`src/hdl/acc_map.vh`:
```
`ifndef ACC_MAP_VH
`define ACC_MAP_VH
// command codes seen on the command strobe
`define ACC_CMD_WAKE      8'h02
`define ACC_CMD_SLEEP     8'h04
`define ACC_CMD_RESET     8'h06
`define ACC_CMD_START     8'h08
`define ACC_CMD_STOP      8'h0A
`define ACC_CMD_SELF_OFFSET_CAL_CMD    8'h19
`define ACC_CMD_SYS_OFFSET_CAL_CMD    8'h16
`define ACC_CMD_SYS_GAIN_CAL_CMD    8'h17
// configuration register indices
`define ACC_REG_STATUS    5'h01
`define ACC_REG_EXC1      5'h06
`define ACC_REG_SYS       5'h09
`define ACC_REG_OFC_LO    5'h0A
`define ACC_REG_OFC_HI    5'h0B
`define ACC_REG_GAIN_LO   5'h0C
`define ACC_REG_GAIN_HI   5'h0D
// field positions
`define ACC_EXC1_SW_BIT   7
`define ACC_SYS_CRC_BIT   1
`define ACC_SYS_STAT_BIT  0
`define ACC_SYS_AVG_HI    4
`define ACC_SYS_AVG_LO    3
`define ACC_SYS_CHOP_BIT  2
`define ACC_ST_POR_BIT    7
`define ACC_ST_RDY_BIT    6
// reset values and monitor select codes
`define ACC_SYS_RST       8'h10
`define ACC_EXC1_RST      8'h00
`define ACC_GAIN_UNITY    16'h4000
`define ACC_OFC_RST       16'h0000
`define ACC_MON_MID       3'h1
`define ACC_MON_OFF       3'h0
// checksum polynomial, low eight coefficients
`define ACC_CRC_POLY      8'h07
// start-up configuration time in microseconds, and system clock in MHz
`define ACC_STARTUP_US    2200
`define ACC_CLK_MHZ       200
`endif

```
`src/hdl/acc_core.v`:
```
`timescale 1ns/1ps
`default_nettype none
`include "acc_map.vh"
module acc_core #(
  parameter STARTUP_CYC = (`ACC_STARTUP_US * `ACC_CLK_MHZ),
  parameter FIFO_DEPTH  = 4
) (
  // clock and reset
  input  wire        I_SYS_CLK,
  input  wire        I_RSTN,
  // pins from outside the clock domain
  input  wire        I_START_PIN,
  input  wire        I_RESET_PIN_N,
  // command and register strobes
  input  wire        I_CMD_VALID,
  input  wire [7:0]  I_CMD_CODE,
  input  wire        I_REG_WR,
  input  wire        I_REG_RD,
  input  wire [4:0]  I_REG_ADDR,
  input  wire [7:0]  I_REG_WDATA,
  // filter interface
  input  wire        I_FILT_VALID,
  input  wire [15:0] I_FILT_DATA,
  input  wire        I_CHOP_EN,
  // result byte stream
  input  wire        I_OUT_READY,
  // outputs
  output reg  [7:0]  O_REG_RDATA,
  output reg         O_OUT_VALID,
  output reg  [7:0]  O_OUT_BYTE,
  output reg         O_RESULT_READY_N,
  output reg         O_BRIDGE_SW_CLOSED,
  output reg         O_CONV_RUN,
  output reg         O_FILT_RESTART,
  output reg  [2:0]  O_MONITOR_SELECT,
  output reg         O_INT_OSC_SEL,
  output reg         O_POWERED_DOWN
);
  // ==========================================================
  // pin synchronisers
  reg [1:0] start_sync_reg;
  reg [1:0] rstp_sync_reg;
  reg       start_prev_reg;
  wire      start_s   = start_sync_reg[1];
  wire      start_rise = start_s & ~start_prev_reg;
  wire      pin_rst   = ~rstp_sync_reg[1];

  always @(posedge I_SYS_CLK) begin
    start_sync_reg <= {start_sync_reg[0], I_START_PIN};
    rstp_sync_reg  <= {rstp_sync_reg[0], I_RESET_PIN_N};
    start_prev_reg <= start_s;
  end

  // ==========================================================
  // modes
  localparam [1:0] M_STBY = 2'h0;
  localparam [1:0] M_CONV = 2'h1;
  localparam [1:0] M_CAL  = 2'h2;
  localparam [1:0] M_DOWN = 2'h3;
  localparam [1:0] C_SELF = 2'h0;
  localparam [1:0] C_SOFF = 2'h1;
  localparam [1:0] C_GAIN = 2'h2;

  wire cmd_sleep = I_CMD_VALID & (I_CMD_CODE == `ACC_CMD_SLEEP);
  wire cmd_wake  = I_CMD_VALID & (I_CMD_CODE == `ACC_CMD_WAKE);
  wire cmd_reset = I_CMD_VALID & (I_CMD_CODE == `ACC_CMD_RESET);
  wire cmd_start = I_CMD_VALID & (I_CMD_CODE == `ACC_CMD_START);
  wire cmd_stop  = I_CMD_VALID & (I_CMD_CODE == `ACC_CMD_STOP);
  wire cmd_sfo   = I_CMD_VALID & (I_CMD_CODE == `ACC_CMD_SELF_OFFSET_CAL_CMD);
  wire cmd_syo   = I_CMD_VALID & (I_CMD_CODE == `ACC_CMD_SYS_OFFSET_CAL_CMD);
  wire cmd_syg   = I_CMD_VALID & (I_CMD_CODE == `ACC_CMD_SYS_GAIN_CAL_CMD);
  // a reset command is ignored in power-down until wake
  wire soft_rst  = pin_rst | (cmd_reset & (O_POWERED_DOWN == 1'b0));

  reg  [1:0]  mode_reg;
  reg  [1:0]  cal_kind_reg;
  reg  [4:0]  cal_cnt_reg;
  reg  [21:0] cal_acc_reg;
  reg  [7:0]  exc1_reg;
  reg  [7:0]  sys_reg;
  reg  [15:0] ofc_reg;
  reg  [15:0] gain_reg;
  reg         por_flag_reg;
  reg         rdy_n_reg;
  reg  [31:0] boot_cnt_reg;
  reg         boot_done_reg;
  reg         por_pend_reg;
  wire        boot_hit = ~boot_done_reg & (boot_cnt_reg == STARTUP_CYC - 1);

  wire [1:0] avg_sel = sys_reg[`ACC_SYS_AVG_HI:`ACC_SYS_AVG_LO];
  reg  [4:0] avg_n;
  reg  [2:0] avg_sh;
  always @* begin
    case (avg_sel)
      2'h0:    begin avg_n = 5'h01; avg_sh = 3'h0; end
      2'h1:    begin avg_n = 5'h04; avg_sh = 3'h2; end
      2'h2:    begin avg_n = 5'h08; avg_sh = 3'h3; end
      default: begin avg_n = 5'h10; avg_sh = 3'h4; end
    endcase
  end

  wire        in_stby   = (mode_reg == M_STBY) | ~start_s;
  wire        cal_req   = (cmd_sfo | cmd_syo | cmd_syg) & ~in_stby;
  wire        conv_mode = (mode_reg == M_CONV) | (mode_reg == M_CAL);
  wire [21:0] ext_samp  = {{6{I_FILT_DATA[15]}}, I_FILT_DATA};
  wire [21:0] cal_sum   = cal_acc_reg + ext_samp;
  wire [21:0] cal_avg   = $signed(cal_sum) >>> avg_sh;
  wire        cal_last  = I_FILT_VALID & (mode_reg == M_CAL) &
                          (cal_cnt_reg == avg_n - 5'h01);
  // gain calibration: 4000h * 7FFFh / measured, guarded against zero
  wire [15:0] meas_adj  = cal_avg[15:0] - (I_CHOP_EN ? 16'h0000 : ofc_reg);
  wire [15:0] meas_pos  = meas_adj[15] ? 16'h0001 :
                          ((meas_adj == 16'h0000) ? 16'h0001 : meas_adj);
  wire [30:0] gain_num  = {16'h7FFF, 15'h0000} >> 1;
  wire [30:0] gain_div  = gain_num / {15'h0000, meas_pos};
  wire [15:0] cal_gain_q = (gain_div[30:16] != 15'h0000) ? 16'hFFFF :
                           gain_div[15:0];

  // ==========================================================
  // mode machine, registers and calibration
  always @(posedge I_SYS_CLK) begin
    O_FILT_RESTART <= 1'b0;
    if (!I_RSTN) begin
      mode_reg      <= M_STBY;
      cal_kind_reg  <= C_SELF;
      cal_cnt_reg   <= 5'h00;
      cal_acc_reg   <= 22'h000000;
      exc1_reg      <= `ACC_EXC1_RST;
      sys_reg       <= `ACC_SYS_RST;
      ofc_reg       <= `ACC_OFC_RST;
      gain_reg      <= `ACC_GAIN_UNITY;
      por_flag_reg  <= 1'b0;
      por_pend_reg  <= 1'b1;
      rdy_n_reg     <= 1'b1;
      boot_cnt_reg  <= 32'h00000000;
      boot_done_reg <= 1'b0;
      O_MONITOR_SELECT <= `ACC_MON_OFF;
      O_INT_OSC_SEL    <= 1'b1;
      O_POWERED_DOWN   <= 1'b0;
    end else if (soft_rst) begin
      mode_reg      <= M_STBY;
      exc1_reg      <= `ACC_EXC1_RST;
      sys_reg       <= `ACC_SYS_RST;
      ofc_reg       <= `ACC_OFC_RST;
      gain_reg      <= `ACC_GAIN_UNITY;
      cal_cnt_reg   <= 5'h00;
      cal_acc_reg   <= 22'h000000;
      rdy_n_reg     <= 1'b1;
      boot_cnt_reg  <= 32'h00000000;
      boot_done_reg <= 1'b0;
      O_MONITOR_SELECT <= `ACC_MON_OFF;
      O_INT_OSC_SEL    <= 1'b1;
      O_POWERED_DOWN   <= 1'b0;
    end else begin
      // start-up configuration timer
      if (!boot_done_reg) begin
        if (boot_hit) begin
          boot_done_reg <= 1'b1;
          rdy_n_reg     <= 1'b0;
          por_pend_reg  <= 1'b0;
          // a pin or command reset does not raise the flag again
          if (por_pend_reg) por_flag_reg <= 1'b1;
        end else begin
          boot_cnt_reg <= boot_cnt_reg + 32'h00000001;
        end
      end
      // registers are frozen in power-down until wake
      if (I_REG_WR && !O_POWERED_DOWN) begin
        case (I_REG_ADDR)
          `ACC_REG_STATUS:
            // the start-up timer's set wins over a clear in that cycle
            if (!I_REG_WDATA[`ACC_ST_POR_BIT] && !boot_hit)
              por_flag_reg <= 1'b0;
          `ACC_REG_EXC1:    exc1_reg <= I_REG_WDATA;
          `ACC_REG_SYS:     sys_reg  <= I_REG_WDATA;
          `ACC_REG_OFC_LO:  ofc_reg[7:0]   <= I_REG_WDATA;
          `ACC_REG_OFC_HI:  ofc_reg[15:8]  <= I_REG_WDATA;
          `ACC_REG_GAIN_LO: gain_reg[7:0]  <= I_REG_WDATA;
          `ACC_REG_GAIN_HI: gain_reg[15:8] <= I_REG_WDATA;
          default: ;
        endcase
      end
      if (cmd_sleep) begin
        mode_reg       <= M_DOWN;
        O_POWERED_DOWN <= 1'b1;
        exc1_reg[`ACC_EXC1_SW_BIT] <= 1'b0;
        O_MONITOR_SELECT <= `ACC_MON_OFF;
      end else begin
        case (mode_reg)
          M_DOWN: if (cmd_wake) begin
            mode_reg       <= M_STBY;
            O_POWERED_DOWN <= 1'b0;
          end
          M_STBY: if (start_rise | cmd_start) begin
            mode_reg       <= M_CONV;
            O_FILT_RESTART <= 1'b1;
          end
          M_CONV: begin
            if (start_rise | cmd_start) begin
              O_FILT_RESTART <= 1'b1;
            end else if (cmd_stop) begin
              mode_reg <= M_STBY;
            end else if (cal_req) begin
              mode_reg       <= M_CAL;
              O_FILT_RESTART <= 1'b1;
              cal_cnt_reg    <= 5'h00;
              cal_acc_reg    <= 22'h000000;
              cal_kind_reg   <= cmd_sfo ? C_SELF : (cmd_syo ? C_SOFF : C_GAIN);
              if (cmd_sfo) O_MONITOR_SELECT <= `ACC_MON_MID;
            end
          end
          M_CAL: begin
            if (start_rise | cmd_start) begin
              mode_reg       <= M_CONV;
              O_FILT_RESTART <= 1'b1;
              O_MONITOR_SELECT <= `ACC_MON_OFF;
            end else if (I_FILT_VALID) begin
              cal_acc_reg <= cal_sum;
              cal_cnt_reg <= cal_cnt_reg + 5'h01;
              if (cal_last) begin
                if (cal_kind_reg == C_GAIN) begin
                  // gain word scales the measured full scale to 7FFFh
                  gain_reg <= cal_gain_q;
                end else begin
                  ofc_reg <= cal_avg[15:0];
                end
                mode_reg         <= M_CONV;
                O_FILT_RESTART   <= 1'b1;
                O_MONITOR_SELECT <= `ACC_MON_OFF;
              end
            end
          end
          default: mode_reg <= M_STBY;
        endcase
      end
    end
  end

  // ==========================================================
  // correction datapath
  wire [15:0] ofs_use  = I_CHOP_EN ? 16'h0000 : ofc_reg;
  wire [16:0] diff     = {I_FILT_DATA[15], I_FILT_DATA} -
                         {ofs_use[15], ofs_use};
  wire signed [33:0] prod = $signed(diff) * $signed({1'b0, gain_reg});
  wire signed [33:0] scal = prod >>> 14;
  wire [15:0] corr = (scal > 34'sh0_0000_7FFF) ? 16'h7FFF :
                     (scal < -34'sh0_0000_8000) ? 16'h8000 :
                     scal[15:0];

  // ==========================================================
  // result framing into the byte FIFO
  localparam [1:0] F_IDLE = 2'h0;
  localparam [1:0] F_SEND = 2'h1;
  reg  [1:0]  fr_state_reg;
  reg  [31:0] fr_bytes_reg;
  reg  [2:0]  fr_left_reg;
  wire [7:0]  status_byte = {por_flag_reg, rdy_n_reg, 6'h00};
  wire        emit = I_FILT_VALID & (mode_reg == M_CONV) & ~cmd_sleep;
  wire        f_in_ready;
  wire        f_out_valid;
  wire [7:0]  f_out_data;
  wire        f_push = (fr_state_reg == F_SEND);

  // CRC over up to three bytes, MSB first, zero seed, no inversion
  function [7:0] crc8;
    input [23:0] d;
    input        three;
    integer      k;
    reg [7:0]    r;
    begin
      r = 8'h00;
      for (k = 23; k >= 0; k = k - 1) begin
        if (k < 16 || three) begin
          r = {r[6:0], 1'b0} ^ ((r[7] ^ d[k]) ? `ACC_CRC_POLY : 8'h00);
        end
      end
      crc8 = r;
    end
  endfunction

  wire        stat_on = sys_reg[`ACC_SYS_STAT_BIT];
  wire        crc_on  = sys_reg[`ACC_SYS_CRC_BIT];
  wire [23:0] crc_in  = stat_on ? {status_byte, corr} : {corr, 8'h00};
  wire [7:0]  crc_v   = stat_on ? crc8(crc_in, 1'b1)
                                : crc8({8'h00, corr}, 1'b0);

  always @(posedge I_SYS_CLK) begin
    if (!I_RSTN || soft_rst || cmd_sleep) begin
      fr_state_reg <= F_IDLE;
      fr_bytes_reg <= 32'h00000000;
      fr_left_reg  <= 3'h0;
      O_RESULT_READY_N <= 1'b1;
    end else begin
      if (I_REG_RD) O_RESULT_READY_N <= 1'b1;
      case (fr_state_reg)
        F_IDLE: if (emit) begin
          O_RESULT_READY_N <= 1'b0;
          fr_state_reg <= F_SEND;
          if (stat_on) begin
            fr_bytes_reg <= {status_byte, corr, crc_v};
          end else begin
            fr_bytes_reg <= {corr, crc_v, 8'h00};
          end
          fr_left_reg <= 3'h2 + {2'h0, stat_on} + {2'h0, crc_on};
        end
        F_SEND: if (f_in_ready) begin
          fr_bytes_reg <= {fr_bytes_reg[23:0], 8'h00};
          fr_left_reg  <= fr_left_reg - 3'h1;
          if (fr_left_reg == 3'h1) fr_state_reg <= F_IDLE;
        end
        default: fr_state_reg <= F_IDLE;
      endcase
    end
  end

  acc_fifo #(.WIDTH(8), .DEPTH(FIFO_DEPTH), .AW(2)) u_fifo (
    .clk       (I_SYS_CLK),
    .rst_n     (I_RSTN),
    .in_valid  (f_push),
    .in_ready  (f_in_ready),
    .in_data   (fr_bytes_reg[31:24]),
    .out_valid (f_out_valid),
    .out_ready (I_OUT_READY | ~O_OUT_VALID),
    .out_data  (f_out_data)
  );

  // ==========================================================
  // registered outputs
  always @(posedge I_SYS_CLK) begin
    if (!I_RSTN) begin
      O_OUT_VALID        <= 1'b0;
      O_OUT_BYTE         <= 8'h00;
      O_REG_RDATA        <= 8'h00;
      O_BRIDGE_SW_CLOSED <= 1'b0;
      O_CONV_RUN         <= 1'b0;
    end else begin
      if (I_OUT_READY | ~O_OUT_VALID) begin
        O_OUT_VALID <= f_out_valid;
        O_OUT_BYTE  <= f_out_data;
      end
      O_BRIDGE_SW_CLOSED <= exc1_reg[`ACC_EXC1_SW_BIT] & ~cmd_sleep;
      O_CONV_RUN         <= conv_mode & ~cmd_sleep;
      case (I_REG_ADDR)
        `ACC_REG_STATUS:  O_REG_RDATA <= status_byte;
        `ACC_REG_EXC1:    O_REG_RDATA <= exc1_reg;
        `ACC_REG_SYS:     O_REG_RDATA <= sys_reg;
        `ACC_REG_OFC_LO:  O_REG_RDATA <= ofc_reg[7:0];
        `ACC_REG_OFC_HI:  O_REG_RDATA <= ofc_reg[15:8];
        `ACC_REG_GAIN_LO: O_REG_RDATA <= gain_reg[7:0];
        `ACC_REG_GAIN_HI: O_REG_RDATA <= gain_reg[15:8];
        default:          O_REG_RDATA <= 8'h00;
      endcase
    end
  end
endmodule // acc_core
`default_nettype wire

```
`src/hdl/acc_fifo.v`:
```
`timescale 1ns/1ps
`default_nettype none
module acc_fifo #(
  parameter WIDTH = 8,
  parameter DEPTH = 4,
  parameter AW    = 2
) (
  input  wire             clk,
  input  wire             rst_n,
  input  wire             in_valid,
  output wire             in_ready,
  input  wire [WIDTH-1:0] in_data,
  output wire             out_valid,
  input  wire             out_ready,
  output wire [WIDTH-1:0] out_data
);
  reg [WIDTH-1:0] mem [0:DEPTH-1];
  reg [AW-1:0]    wp_reg;
  reg [AW-1:0]    rp_reg;
  reg [AW:0]      cnt_reg;
  wire            push;
  wire            pop;

  assign in_ready  = (cnt_reg != DEPTH[AW:0]);
  assign out_valid = (cnt_reg != {(AW+1){1'b0}});
  assign out_data  = mem[rp_reg];
  assign push      = in_valid & in_ready;
  assign pop       = out_valid & out_ready;

  always @(posedge clk) begin
    if (push) begin
      mem[wp_reg] <= in_data;
    end
    if (!rst_n) begin
      wp_reg  <= {AW{1'b0}};
      rp_reg  <= {AW{1'b0}};
      cnt_reg <= {(AW+1){1'b0}};
    end else begin
      if (push) begin
        wp_reg <= (wp_reg == DEPTH[AW-1:0] - 1'b1) ? {AW{1'b0}} : wp_reg + 1'b1;
      end
      if (pop) begin
        rp_reg <= (rp_reg == DEPTH[AW-1:0] - 1'b1) ? {AW{1'b0}} : rp_reg + 1'b1;
      end
      cnt_reg <= cnt_reg + {{AW{1'b0}}, push} - {{AW{1'b0}}, pop};
    end
  end
endmodule // acc_fifo
`default_nettype wire

```
`config.mk`:
```
export PLATFORM = sky130hd
export DESIGN_NAME = acc_core
export DESIGN_NICKNAME = d
export VERILOG_FILES = /design/src/hdl/acc_core.v /design/src/hdl/acc_fifo.v
export VERILOG_INCLUDE_DIRS = /design/src /design/src/hdl
export SDC_FILE = /design/constraint.sdc
export NUM_CORES = 2
export LEC_CHECK = 0
export CELL_PAD_IN_SITES_DETAIL_PLACEMENT = 0
export CELL_PAD_IN_SITES_GLOBAL_PLACEMENT = 2
export CORE_UTILIZATION = 30
export DETAILED_ROUTE_END_ITERATION = 8
export DONT_BUFFER_PORTS = 1
export PLACE_DENSITY_LB_ADDON = 0.1
export SLEW_MARGIN = 20
export SYNTH_ARGS = -nofsm -noshare
export SYNTH_HDL_FRONTEND = slang
export SYNTH_SLANG_ARGS = --single-unit
```
`constraint.sdc`:
```
create_clock -name I_SYS_CLK -period 128 [get_ports I_SYS_CLK]
set_input_delay 32 -clock I_SYS_CLK [delete_from_list [all_inputs] [get_ports I_SYS_CLK]]
set_output_delay 32 -clock I_SYS_CLK [all_outputs]
set_load 0.02 [all_outputs]
```
# Word-level counts from Yosys, hierarchy flattened

Memories as Yosys holds them, arrays and structs flattened. A register that Yosys moved wholly into a read port is not among the register bits.
Cells that the tools add are included.

Bitwise logic cells: 116
Shift-type cells: 1
Add/subtract/negate cells: 13
Divide/modulo/power cells: 1
Eq/ne operators: 45
Magnitude comparators: 2
Reduce and logical (&&, ||, !) cells: 33
Multiply operators: 1
Mux-type cells: 138

Operators with widths:

| operator                                         | number |
|---|---|
| 2-to-1 mux 16 bit                                | 18 |
| XOR 8 x 3 -> 8 bit                               | 30 |
| 2-to-1 mux 3 bit                                 | 49 |
| 2-to-1 mux 22 bit                                | 5 |
| 2-to-1 mux 32 bit                                | 3 |
| one-hot mux 32 bit (2 select lines)              | 1 |
| one-hot mux 8 bit (7 select lines)               | 1 |
| one-hot mux 22 bit (2 select lines)              | 1 |
| 2-to-1 mux 8 bit                                 | 5 |
| multiplier 17 x 17 -> 34 bit                     | 1 |
| adder 32 x 1 -> 32 bit (second input constant)   | 1 |
| == test 32 x 19 -> 1 bit (second input constant) | 1 |
| 2-to-1 mux 2 bit                                 | 16 |
| divider 29 x 16 -> 31 bit (first input constant) | 1 |
| 2-to-1 mux 15 bit                                | 2 |
| XOR 1 bit                                        | 28 |
| == test 5 x 4 -> 1 bit (second input constant)   | 5 |
| 2-to-1 mux 5 bit                                 | 5 |
| == test 8 x 5 -> 1 bit (second input constant)   | 3 |
| 2-to-1 mux 24 bit                                | 1 |
| 2-to-1 mux 1 bit                                 | 23 |
| adder 22 bit                                     | 1 |
| >>> shifter 22 x 3 -> 16 bit                     | 1 |
| bitwise AND 1 bit                                | 20 |
| 53 further kinds                                 | 128 |

Word-level logic and storage cells: 382
Memory bits (writable): 32
Memory bits (read-only): 0
Bits in registers: 181
Memories kept: 1
Bits of input ports: 47
Latch bits: 0
Output and inout port bits: 26

Memories:

| memory     | depth | width | rd ports | clocked after memory_dff | wr ports | line          | source |
|---|---|---|---|---|---|---|---|
| u_fifo.mem | 4     | 8     | 1        | 1                        | 1        | acc_fifo.v:17 | `reg [WIDTH-1:0] mem [0:DEPTH-1];` |

# Depth between registers and ports, before layout

Depth after elaboration: 72
Gate-level depth with buffers: 513
Depth with buffers taken out: 472

# Hierarchy

A second synthesis with hierarchy kept.

Cell total of the unflattened synthesis: 6100
Area, all modules: 46663.5 um^2

Modules (own cells, without submodules):

| module   | times used | area each (um^2) | cells each | seq. area each (um^2) |
|---|---|---|---|---|
| acc_core | 1          | 45024.4          | 6006       | 3583.4 |
| acc_fifo | 1          | 1639.1           | 94         | 1141.1 |

# Worst setup path before layout

Ideal clock, no wire load.

Path type: input -> register
Start: in I_FILT_DATA[0]
End: reg gain_reg[0]
Slack: 7590 ps
Arrival time: 120273 ps
Data required time: 127863 ps
Library setup time: 137 ps
Stages: 497
Cells stage by stage: ha_1 > fa_1 > a21o_1 > a221oi_2 > o311a_1 > xnor2_1 > mux2_2 > nand2_1 > o21ai_0 > mux2_2 > ha_1 > clkbuf_1 > nand4_1 > a21o_1 > a311o_1 > and3_1 > nor3_1 > clkbuf_1 > [... 461 more ...] > buf_2 > clkbuf_1 > nor2_1 > a21oi_1 > ha_1 > a21o_1 > a21o_1 > a21oi_1 > nor2b_1 > o21ai_0 > nand3b_1 > a21o_1 > a21oi_1 > nand4_1 > a211oi_1 > o221ai_1 > a21oi_1 > a41oi_1

Cells in the longest elaborated chain, start to end: 15

Ends and longest elaborated chain:

| what                             | line           | source |
|---|---|---|
| from (decl)                      | acc_core.v:23  | `input wire [15:0] I_FILT_DATA,` |
| adder 22 bit (*)                 | acc_core.v:106 | `wire [21:0] cal_sum = cal_acc_reg + ext_samp;` |
| >>> shifter 22 x 3 -> 16 bit (*) | acc_core.v:107 | `wire [21:0] cal_avg = $signed(cal_sum) >>> avg_sh;` |
| subtractor 16 bit (*)            | acc_core.v:111 | `wire [15:0] meas_adj = cal_avg[15:0] - (I_CHOP_EN ? 16'h0000 : ofc_reg);` |
| logical NOT 16 bit               | acc_core.v:113 | `((meas_adj == 16'h0000) ? 16'h0001 : meas_adj);` |
| 2-to-1 mux 15 bit                | acc_core.v:113 |  |
| 2-to-1 mux 15 bit (*)            | acc_core.v:112 | `wire [15:0] meas_pos = meas_adj[15] ? 16'h0001 :` |
| divider 29 x 16 -> 31 bit (*)    | acc_core.v:115 | `wire [30:0] gain_div = gain_num / {15'h0000, meas_pos};` |
| nonzero test 15 bit              | acc_core.v:116 | `wire [15:0] cal_gain_q = (gain_div[30:16] != 15'h0000) ? 16'hFFFF :` |
| 2-to-1 mux 16 bit (*)            | acc_core.v:116 |  |
| 2-to-1 mux 16 bit (*)            | acc_core.v:221 | `if (cal_kind_reg == C_GAIN) begin` |
| 2-to-1 mux 16 bit (*)            | acc_core.v:220 | `if (cal_last) begin` |
| 2-to-1 mux 16 bit (*)            | acc_core.v:217 | `end else if (I_FILT_VALID) begin` |
| 2-to-1 mux 16 bit (*)            | acc_core.v:213 | `if (start_rise \| cmd_start) begin` |
| 2-to-1 mux 16 bit (*)            | acc_core.v:189 | `case (mode_reg)` |
| 2-to-1 mux 16 bit (*)            | acc_core.v:183 | `if (cmd_sleep) begin` |
| to (signal assigned)             | acc_core.v:131 | `` gain_reg <= `ACC_GAIN_UNITY; `` |
| to (signal assigned)             | acc_core.v:145 | `` gain_reg <= `ACC_GAIN_UNITY; `` |
| to (signal assigned)             | acc_core.v:223 | `gain_reg <= cal_gain_q;` |
| to (decl)                        | acc_core.v:82  | `reg [15:0] gain_reg;` |

Every way passes the cells marked *; elsewhere a longest branch is shown, timed or not.
A chain may end at the register's enable or synchronous reset.

# Final worst setup path

Same ends and word-level chain as after synthesis.

==> out/qor.yml <==
run_status:
  status: "complete, no violations"
detailed_routing:
  ant_nets: 0
  drcViolationCount: 0
  wl_per_cell_microns: 21.34
  first_pass_iters: 6
  vias: 45630
  viasPerCell: 5.437
  drt_iter0_drc: 2815
  wirelength_microns: 179100
worst_setup_path:
  crit_slowest_cell: "or4b_1"
  critPathKind: "primary input to flop"
  cp_max_fo: 27
  worst_ep_required_time_ps: 128460
  crit_family: "compound AO/OA/AOI/OAI gates"
  cp_slowest_stage_delay_ps: 610
  cpMostUsedCell: "o21ai_0"
  crit_path_start_kind: "primary input"
  worstPathArrival_ps: 120080
  r2r_slack_ps: 39470
  critical_path_buf_inv_count: 20
  worstSetupEndpointType: "flop"
clock_network:
  cts_max_level: 1
  cts_tree: "built"
  clk_latency_ps: 620
  holdBufCountCts: 0
  numCtsBuffers: 26
  numClockSinks: 218
  ctsLongestPathBuffers: 3
  path_clk_slew_ps: 60
  cts-root-buf: "clkbuf_16"
sta:
  fin_crit_sh_pct: 93.45
  finalCriticalPeriod_ps: 119610
  holdWs_ps: 328.2
  finalSetupTns_ps: 0
  finalHoldViolations: 0
  worst_pin_slew_ps: 1109
  maxSlewHeadroom_pct: 26.04
  fmax_mhz: 8.360
  final-setup-viol-count: 0
  skew_ps: 40.57
  drv_slew: 0
placed_design:
  dp_cells: 8305
  dp_hpwl_microns: 142100
  io_buffer_count: 0
  gp_congestion: 0.8600
synth:
  synth-seq-cells: 218
  ys_warn_count: 0
  syn_inst: 6354
  yosysSeqAreaShare_pct: 9.867
  async_reset_ff_share_pct: 0
  synth_flop_cell: "dfxtp_1"
  syn_area_per_cell_sq_um: 7.472
  ys_types: 126
  netlist_area_sq_um: 47480
  synth_edf_count: 32
job:
  maxCapViolations: 0
global_routing:
  grt_pass1_wl_microns: 275000
  grt_antenna_before_repair: 3
  grt_max_degree: 68
  grt_pass1_vias: 44930
  gr-total-overflow: 0
  grt_usage_pct: 21.98
cells_and_area:
  mostFrequentLayoutCell: "nand2_1"
  drive_gt1_share_pct: 7.707
  layout_common_cells: "639 x nand2_1, 541 x nor2_1, 539 x inv_1"
  finish.utilization_pct: 33.00
  fillCellCount: 16927
  synthToLayoutAreaGrowth_pct: 8.839
  final_cells: 8393
  fin_nets: 7128
floorplan:
  die_area_sq_um: 159900
  ios: 73
  dieWidth_microns: 399.8
  die_y_microns: 399.8
  start_util_pct: 30.32
  rows: 145
  core_area_sq_um: 156600
hold_path:
  hold_class: "flop to flop"
-- cell families after synthesis --
kind of cell,count (synthesis),synth area share (%)
adder cells (fa/ha/maj),768,24.68
buffers and inverters,784,6.351
XOR/XNOR,387,7.168
other,2,0.01582
multiplexers,148,3.537
flip-flops,218,9.867
AND/OR/NAND/NOR,2232,23.01
AO/OA/AOI/OAI,1815,25.37
-- cell usage after synthesis (58+ instances only) --
| library cell | instances | area (sq um) |
|---|---|---|
| mux2i_1 | 80 | 800.8 |
| ha_1 | 487 | 6093 |
| xnor2_1 | 235 | 2058 |
| a21oi_1 | 502 | 2512 |
| a211oi_1 | 63 | 473.0 |
| nor2b_1 | 81 | 506.7 |
| clkbuf_1 | 191 | 716.9 |
| nor2_1 | 549 | 2061 |
| a22oi_1 | 58 | 435.4 |
| o21a_1 | 100 | 750.7 |
| nor3_1 | 120 | 600.6 |
| inv_1 | 539 | 2023 |
| dfxtp_1 | 186 | 3724 |
| nand2b_1 | 132 | 825.8 |
| fa_1 | 281 | 5625 |
| and2_1 | 148 | 925.9 |
| a21o_1 | 152 | 1141 |
| nand2_1 | 650 | 2440 |
| o21ai_0 | 352 | 1762 |
| or3_1 | 72 | 450.4 |
| xor2_1 | 151 | 1323 |
| nand3_1 | 173 | 865.8 |
| o211ai_1 | 68 | 510.5 |
-- final cells by class --
class / count / area [sq um] / area share [%]
clock inverters: 10 / 92.59 / 0.1792
well taps: 2058 / 2575 / 4.983
diodes: 3 / 7.507 / 0.01453
inverters: 542 / 2034 / 3.937
flip-flops and latches: 218 / 4686 / 9.068
multi-input cells: 5357 / 40260 / 77.91
repair buffers: 168 / 1280 / 2.477
clock buffers: 37 / 742.0 / 1.436
-- per-stage QoR --
stage / cell area [sq um] / setup slack (ps)
after floorplan: 47480 / 7590
after global routing: 51670 / -100.1
after global placement: 50180 / 1796
final: 51670 / 8386
after detailed placement: 50180 / 223.6
after CTS: 51020 / 394.8
-- final timing paths --
path                                        from          endpoint  cells after the start
worst max-delay path              I_FILT_DATA[0]       gain_reg[0]                    469
worst min-delay path            rstp_sync_reg[0]  rstp_sync_reg[1]                      0
worst max register to register    cal_acc_reg[0]       gain_reg[0]                    469
worst min register to register  rstp_sync_reg[0]  rstp_sync_reg[1]                      0
-- metal layers --
metal / GRT usage, % / routed length [microns]
met1: 30.70 / 87140
met2: 37.51 / 83940
met3: 1.231 / 5189
met4: 3.653 / 2817
met5: 0 / 0
-- repair_timing --
| item | CTS | global route |
|---|---|---|
| endpoints found under the setup margin | 0 | 3 |
| buffers inserted | 0 | 35 |
| gates resized for setup | 0 | 110 |
Power is not shown: default switching activity piles up to over one toggle a cycle in this logic, so the estimate is an artifact.
